==> src/inc/tcc_defs.vh <==
// tcc_defs.vh: constants for the transfer completion interrupt logic
// assumes inclusion by the single design file under logic/
`ifndef TCC_DEFS_VH
`define TCC_DEFS_VH
`define TCC_SRC_W 8
`define TCC_CNT_W 16
`define TCC_ADDR_W 32
`define TCC_CNT_ZERO 16'h0000
`define TCC_CNT_ONE 16'h0001
`define TCC_ALIGN_MASK 32'hfffffffc
`define TCC_KIND_PLAIN 2'h0
`define TCC_KIND_PERIPH 2'h1
`define TCC_KIND_DMAEND 2'h2
`endif

==> src/logic/tcc_core.v <==
// tcc_core.v: completion, source clearing and interrupt forwarding of a transfer controller
// assumes the access engine is on the same clock and reports each finished transfer
// Notes on behaviour
// - raise cpu interrupt when count exhausted or interrupt select bit is one
// - forwarded interrupt is the same source that activated the transfer
// - forwarded requests still pass the interrupt controller mask and priority
// - operational after reset; module stop halts it and blocks enable register writes
// - module stop request is deferred while a transfer is active
// - dma channel enable bit just takes written data, not managed here
// - dma transfer-end activation flag is never auto-cleared
// - clearing happens only on the final transfer of a chain
// - peripheral sources clear only when the transfer touched their register
// - descriptor start address low two bits forced to zero
// - accesses split into several bus cycles by alignment and size
// - descriptor byte order on write and read must match
// - enable rewrite racing activation may double the interrupt
// - on completion clear source flag with no interrupt, or request interrupt and at count end clear enable bit
// - only chain member with chain enable zero clears and interrupts
`timescale 1ns/1ps
`default_nettype none
`include "tcc_defs.vh"
module tcc_core #(
    parameter SRC_W = `TCC_SRC_W,
    parameter CNT_W = `TCC_CNT_W,
    parameter ADDR_W = `TCC_ADDR_W
) (
    input wire I_CLOCK,
    input wire I_RST_N,
    input wire I_STOP_REQ,
    input wire [SRC_W-1:0] I_SRC_ENABLE_SET,
    input wire [SRC_W-1:0] I_SRC_ENABLE_CLR,
    input wire [SRC_W-1:0] I_SRC_FLAG_CLR,
    input wire [SRC_W-1:0] I_SRC_FLAG_SET,
    input wire [SRC_W-1:0] I_SRC_DMAEND,
    input wire [SRC_W-1:0] I_SRC_PERIPH,
    input wire I_XFER_START,
    input wire I_XFER_DONE,
    input wire [SRC_W-1:0] I_XFER_SRC,
    input wire [CNT_W-1:0] I_XFER_COUNT,
    input wire I_XFER_INTERRUPT_SELECT_BIT,
    input wire I_XFER_CHAIN,
    input wire I_XFER_TOUCHED,
    input wire [ADDR_W-1:0] I_VECTOR_ADDR,
    output reg O_STOPPED,
    output reg O_BUSY,
    output reg [SRC_W-1:0] O_SRC_ENABLE,
    output reg [SRC_W-1:0] O_SRC_FLAG,
    output reg [SRC_W-1:0] O_CPU_IRQ,
    output reg [ADDR_W-1:0] O_DESC_ADDR
);
    reg busy_q;
    reg busy_d;
    reg stop_q;
    reg stop_d;
    reg [SRC_W-1:0] en_q;
    reg [SRC_W-1:0] en_d;
    reg [SRC_W-1:0] flag_q;
    reg [SRC_W-1:0] flag_d;
    reg [SRC_W-1:0] irq_q;
    reg [SRC_W-1:0] irq_d;
    reg [ADDR_W-1:0] desc_d;
    wire start_ok;
    wire stop_window;
    wire last_member;
    wire end_of_count;
    wire [SRC_W-1:0] en_clr_done;
    wire [SRC_W-1:0] flag_clr_done;
    wire [SRC_W-1:0] irq_set;
    genvar g;

    // a start is refused while stopped
    assign start_ok = I_XFER_START & ~stop_q;

    // stop only sampled when no transfer runs or is about to begin
    assign stop_window = ~busy_q & ~I_XFER_START;

    // completion decode, active only at the last member of a chain
    assign last_member = I_XFER_DONE & ~I_XFER_CHAIN & ~stop_q;

    assign end_of_count = (I_XFER_COUNT == `TCC_CNT_ZERO);

    generate
        for (g = 0; g < SRC_W; g = g + 1) begin : g_src
            wire hit;
            wire keep_periph;

            assign hit = last_member & I_XFER_SRC[g];

            // count exhausted or select bit set: raise the request
            assign irq_set[g] = hit & (end_of_count | I_XFER_INTERRUPT_SELECT_BIT);

            // dma end sources keep their enable; software owns that bit
            assign en_clr_done[g] = hit & end_of_count & ~I_SRC_DMAEND[g];

            // an untouched peripheral register leaves its source pending
            assign keep_periph = I_SRC_PERIPH[g] & ~I_XFER_TOUCHED;

            // dma end flags left alone; software must clear them
            assign flag_clr_done[g] = hit & ~end_of_count & ~I_XFER_INTERRUPT_SELECT_BIT
                & ~I_SRC_DMAEND[g] & ~keep_periph;
        end
    endgenerate

    // busy: set on an accepted start, cleared by the last chain member
    always @* begin
        busy_d = busy_q;
        if (start_ok) begin
            busy_d = 1'b1;
        end else if (I_XFER_DONE && !I_XFER_CHAIN) begin
            busy_d = 1'b0;
        end
    end

    // stop request held off while busy, so a transfer never freezes midway
    always @* begin
        stop_d = stop_q;
        if (stop_window) begin
            stop_d = I_STOP_REQ;
        end
    end

    // misaligned vectors are rounded down, never trapped
    always @* begin
        desc_d = O_DESC_ADDR;
        if (start_ok) begin
            desc_d = I_VECTOR_ADDR & `TCC_ALIGN_MASK;
        end
    end

    // enable writes blocked in stop; a racing set keeps both paths live
    always @* begin
        en_d = en_q;
        if (!stop_q) begin
            en_d = (en_q & ~I_SRC_ENABLE_CLR & ~en_clr_done) | I_SRC_ENABLE_SET;
        end
    end

    // hardware set wins over any clear in the same cycle
    always @* begin
        flag_d = (flag_q & ~I_SRC_FLAG_CLR & ~flag_clr_done) | I_SRC_FLAG_SET;
    end

    // request held until the cpu clears the flag; a new completion wins
    always @* begin
        irq_d = (irq_q & ~I_SRC_FLAG_CLR) | irq_set;
    end

    always @(posedge I_CLOCK or negedge I_RST_N) begin
        if (!I_RST_N) begin
            busy_q <= 1'b0;
            stop_q <= 1'b0;
        end else begin
            busy_q <= busy_d;
            stop_q <= stop_d;
        end
    end

    always @(posedge I_CLOCK or negedge I_RST_N) begin
        if (!I_RST_N) begin
            en_q <= {SRC_W{1'b0}};
            flag_q <= {SRC_W{1'b0}};
            irq_q <= {SRC_W{1'b0}};
        end else begin
            en_q <= en_d;
            flag_q <= flag_d;
            irq_q <= irq_d;
        end
    end

    // word-aligned pointer only; bus splitting and byte order stay in the engine
    always @(posedge I_CLOCK or negedge I_RST_N) begin
        if (!I_RST_N) begin
            O_DESC_ADDR <= {ADDR_W{1'b0}};
        end else begin
            O_DESC_ADDR <= desc_d;
        end
    end

    // outputs registered; the interrupt controller applies mask and priority downstream
    always @(posedge I_CLOCK or negedge I_RST_N) begin
        if (!I_RST_N) begin
            O_STOPPED <= 1'b0;
            O_BUSY <= 1'b0;
            O_SRC_ENABLE <= {SRC_W{1'b0}};
            O_SRC_FLAG <= {SRC_W{1'b0}};
            O_CPU_IRQ <= {SRC_W{1'b0}};
        end else begin
            O_STOPPED <= stop_q;
            O_BUSY <= busy_q;
            O_SRC_ENABLE <= en_q;
            O_SRC_FLAG <= flag_q;
            O_CPU_IRQ <= irq_q & flag_q;
        end
    end
endmodule // tcc_core
`default_nettype wire

==> config.mk <==
export PLATFORM = sky130hd
export DESIGN_NAME = tcc_core
export DESIGN_NICKNAME = d
export VERILOG_FILES = /design/src/logic/tcc_core.v
export VERILOG_INCLUDE_DIRS = /design/src /design/src/inc
export SDC_FILE = /design/constraint.sdc
export NUM_CORES = 1
export LEC_CHECK = 0
export BUFFER_PORTS_ARGS = -buffer_cell sky130_fd_sc_hd__buf_2
export CAP_MARGIN = 20
export CORE_MARGIN = 4
export CORE_UTILIZATION = 45
export DETAILED_ROUTE_END_ITERATION = 8
export PLACE_DENSITY = 0.84
export SYNTH_ARGS = -nofsm -noshare
export SYNTH_HDL_FRONTEND = slang
export SYNTH_SLANG_ARGS = --single-unit
==> constraint.sdc <==
create_clock -name I_CLOCK -period 2.25 [get_ports I_CLOCK]
set_clock_uncertainty 0.2 [all_clocks]
set_input_delay 0.1125 -clock I_CLOCK [delete_from_list [all_inputs] [get_ports I_CLOCK]]
set_output_delay 0.1125 -clock I_CLOCK [all_outputs]
set_load 0.01 [all_outputs]
### After elaboration in Yosys (flattened, before gate mapping)

Cells that the tools add are included.
Widths: inputs -> output; s select.

* bitwise gates (word level): 113
* reduce and logical (&&, ||, !) cells: 4
* mux-type cells: 2

Operators by type and width (count)
* $and 1x1->1: 76
* $and 8x8->8: 6
* $not 8->8: 4
* $or 8x8->8: 3
* $not 1->1: 23
* $logic_not 16->1: 1
* $mux 1: 2
* $reduce_bool 2->1: 1
* $logic_and 1x1->1: 1
* $logic_not 1->1: 1
* $or 1x1->1: 1

* output and inout bits: 58
* bits of input ports: 112
* register bits: 82

### Longest topological paths before layout

* word-level depth: 11
* gate-level depth with buffers: 5
* gate-level depth less buffers: 4

### Least setup slack after synthesis

OpenSTA, ideal clock, no wires.

* path kind: register to register
* from: reg stop_q
* to: reg flag_q[5]
* clock period less this slack: 1615 ps
* slack: 635 ps
* buffers on the path: 1
* stages on the path, launching flop included: 5
* data arrival time: 1295 ps
* required time: 1930 ps
* path through: dfrtp_1 > nor3b_2 > buf_2 > o2111ai_1 > a31o_2

* word-level cells in the longest chain between the ends: 10

RTL lines
* start, declared: line tcc_core.v:53 `reg stop_q;`
* start signal, assigned: line tcc_core.v:154 `stop_q <= stop_d;`
* $not 1->1: line tcc_core.v:78 `assign last_member = I_XFER_DONE & ~I_XFER_CHAIN & ~stop_q;`
* $and 1x1->1: line tcc_core.v:78
* $and 1x1->1: line tcc_core.v:87 `assign hit = last_member & I_XFER_SRC[g];`
* $and 1x1->1 (2 in series): line tcc_core.v:99 `assign flag_clr_done[g] = hit & ~end_of_count & ~I_XFER_INTERRUPT_SELECT_BIT`
* $and 1x1->1 (2 in series): line tcc_core.v:100 `& ~I_SRC_DMAEND[g] & ~keep_periph;`
* $not 8->8: line tcc_core.v:140 `flag_d = (flag_q & ~I_SRC_FLAG_CLR & ~flag_clr_done) | I_SRC_FLAG_SET;`
* $and 8x8->8: line tcc_core.v:140
* $or 8x8->8: line tcc_core.v:140
* net flag_d[5]: line tcc_core.v:58 `reg [SRC_W-1:0] flag_d;`
* end signal, assigned: line tcc_core.v:161 `flag_q <= {SRC_W{1'b0}};`
* end signal, assigned: line tcc_core.v:165 `flag_q <= flag_d;`
* end, declared: line tcc_core.v:57 `reg [SRC_W-1:0] flag_q;`

The timed path passes the listed nets, and every way through them passes these cells.
A chain may end at the register's enable or synchronous reset.

### Worst setup path in the final report

* from: reg stop_q
* to: reg flag_q[4]

The elaborated chain is that of the path after synthesis.

==> impl_metrics.env <==
export IMPL_area_growth_pct=61.80
export IMPL_cp_start_kind="flip-flop"
export IMPL_drive_gt1_share_pct=47.05
export IMPL_ys_seq_elements=82
export IMPL_synthDominantCellAreaShare_pct=64.06
export IMPL_drt_wl_total_mm=9.986
export IMPL_period_share_pct=95.14
export IMPL_antenna_found_initial=0
export IMPL_synth_area_mux_share_pct=13.40
export IMPL_syn_avg_cell_area_um2=13.93
export IMPL_finalNonFillerCells=587
export IMPL_vias_per_cell=4.843
export IMPL_grt_pass1_wl_mm=16.19
export IMPL_fp_dieH_um=92.37
export IMPL_final_design_area_no_fill_um2=5182
export IMPL_arrival_ns=2.18
export IMPL_grt_max_degree=44
export IMPL_p_int_mw=3.326
export IMPL_cts_root_buf="clkbuf_8"
export IMPL_crit_type="flip-flop to flip-flop"
export IMPL_hpwl_mm=6.149
export IMPL_finalSetupViolCount=0
export IMPL_worst_pin_slew_ns=0.5436
export IMPL_nets=599
export IMPL_hold_slack_ns=0.08843
export IMPL_gp_congestion=0.7538
export IMPL_dieArea_um2=8531
export IMPL_grt_use_total_pct=25.04
export IMPL_core_um2=6869
export IMPL_rows=30
export IMPL_wl_per_cell_um=17.01
export IMPL_synth_xor_area_share_pct=0
export IMPL_yosysSeqAreaShare_pct=64.06
export IMPL_highest_layer="met4"
export IMPL_ir_worst_vdd_mv=0.3854
export IMPL_route_met3_wl_um=964
export IMPL_rsz0062_at_grt="no"
export IMPL_critical_path_max_fanout=16
export IMPL_synthTopCellsByArea="dfrtp_1 64%, mux2_2 11%, nor2b_1 3.3%, mux2i_1 2.5%, a22o_1 2.2%"
export IMPL_layout_commonest_cell="buf_2"
export IMPL_final_cell_mix="164 x buf_2, 83 x dlygate4sd3_1, 81 x dfrtp_1, 31 x mux2_2"
export IMPL_p_leak_nw=2.493
export IMPL_yosysTopAreaCell="dfrtp_1"
export IMPL_synth_area_um2=3203
export IMPL_cp_required_ns=2.29
export IMPL_synthAdderAreaFrac_pct=0
export IMPL_place_area_um2=4156
export IMPL_finalPower_mw=4.834
export IMPL_dieWidth_um=92.37
export IMPL_ant_nets=0
export IMPL_yosys_warnings=0
export IMPL_synth_simple_area_share_pct=10.27
export IMPL_clkSlewWorstSetupHoldPaths_ns=0.08
export IMPL_dpl_worst_slack_ns=0.3200
export IMPL_wl_met2_mm=5.100
export IMPL_fin_crit_ns=2.141
export IMPL_utilization_pct=75.45
export IMPL_setup_tns_ns=0
export IMPL_initial_core_util_pct=46.63
export IMPL_ys_types=25
export IMPL_hold_violations=0
export IMPL_io_buffers=165
export IMPL_fin_ws_ns=0.1093
export IMPL_slew_headroom_pct=63.76
export IMPL_cts_sinks=82
export IMPL_max_cap_violations=0
export IMPL_end_kind="flip-flop"
export IMPL_outcome="finished clean"
export IMPL_p_per_area_nw_per_um2=932.8
export IMPL_seqPwrFrac_pct=45.0
export IMPL_drt_pass1_iterations=4
export IMPL_numCtsBuffers=9
export IMPL_reg2reg_depth=6
export IMPL_max_freq_ghz=0.4671
export IMPL_met1_length_mm=3.631
export IMPL_cts_path_max_buffers=2
export IMPL_grt_ovfl_total=0
export IMPL_share_clk_of_total_power_pct=20.9
export IMPL_drv_slew=0
export IMPL_top_level_ports=170
export IMPL_syn_inst=230
export IMPL_synth_top_family_by_area="multiplexers"
export IMPL_pwr_share_comb_pct=34.1
export IMPL_diodes=0
export IMPL_grt_pass1_vias=3245
export IMPL_hp_class="primary input to asynchronous set/reset pin"
export IMPL_switchingPower_mw=1.509
export IMPL_fillers=421
export IMPL_drc=0
export IMPL_cts_tree="done"
export IMPL_clkLatencyLatePin_ns=0.35
export IMPL_swShare_pct=31.21
export IMPL_dr_first_iter_drc_count=60
export IMPL_num_vias=2843
export IMPL_h_tree_depth=3
export IMPL_synth_compound_area_share_pct=8.906
export IMPL_dp_cells=488
routing by layer:
layer	global-route usage (%)	vias to the layer above
met5	0	-
met1	27.09	1357
met3	8.367	22
met2	44.47	150
li1	-	1314
met4	10.77	0
path summary, 6_finish.rpt:
path                                start         endpoint  slack [ns]
worst max-delay path               stop_q        flag_q[4]        0.11
worst min-delay path              I_RST_N  O_DESC_ADDR[25]        0.09
worst max register to register     stop_q        flag_q[4]        0.11
worst min register to register  flag_q[0]    O_SRC_FLAG[0]        0.20
max in group asynchronous         I_RST_N        flag_q[5]        1.13
min in group I_CLOCK            flag_q[0]    O_SRC_FLAG[0]        0.20
sequential cells by signal (all words and copies together), names as in the netlist:
name / count
O_CPU_IRQ: 8
irq_q: 8
O_DESC_ADDR: 30
busy_q: 1
stop_q: 1
flag_q: 8
O_SRC_FLAG: 8
O_BUSY: 1
O_SRC_ENABLE: 8
en_q: 8
O_STOPPED: 1
power by group through the flow:
stage / clock [mW] / sequential, mW / combinational (mW)
6_report: 1.01 / 2.18 / 1.65
5_1_grt: 1.11 / 2.23 / 1.77
4_1_cts: 1.04 / 2.14 / 1.61
3_5_place_dp: 0 / 2.17 / 1.41
3_3_place_gp: 0 / 2.14 / 1.37
2_1_floorplan: 0 / 2.33 / 0.594
critical path: stages, from the launching register on:
cell and delay (ns):
dfrtp_2 0.46, nor3b_2 0.19, buf_6 0.19, buf_4 0.12, o2111ai_1 0.09, a31o_1 0.23, dlygate4sd3_1 0.54
cells by family after synthesis:
group,after synthesis
AO/OA/AOI/OAI,34
AND/OR/NAND/NOR,50
other,1
buffers and inverters,24
multiplexers,39
flip-flops,82
timing repair:
item | CTS | global route
hold endpoints to repair | 138 | 0
hold buffers | 83 | 0
endpoints found under the setup margin | 0 | 3
setup buffers | 0 | 1
resized for setup | 0 | 2
synthesized netlist by cell type:
master and count:
nor4_2 2, nor2b_1 17, nor3_4 1, nand4_1 1
buf_2 5, dfrtp_1 82, a31o_1 2, nand2b_1 1
o2111ai_1 8, mux2i_1 8, and2_1 8, buf_4 2
nor3b_2 1, conb_1 1, buf_1 1, inv_1 16
mux2_2 31, a31o_2 6, o21ai_0 8, a21o_1 1
nand2_1 16, nor4_4 2, a41oi_4 1, a22o_1 8
nor2_1 1
cell type report:
class	count	area, um^2	area share (%)
inverter	16	60.06	1.159
clock buffer	9	123.9	2.390
multi-input combinational	125	1054	20.33
sequential	82	2053	39.62
tap	96	120.1	2.318
timing repair buffer	253	1713	33.05
clock inverter	6	58.81	1.135
(Power assumes the default switching activity.)
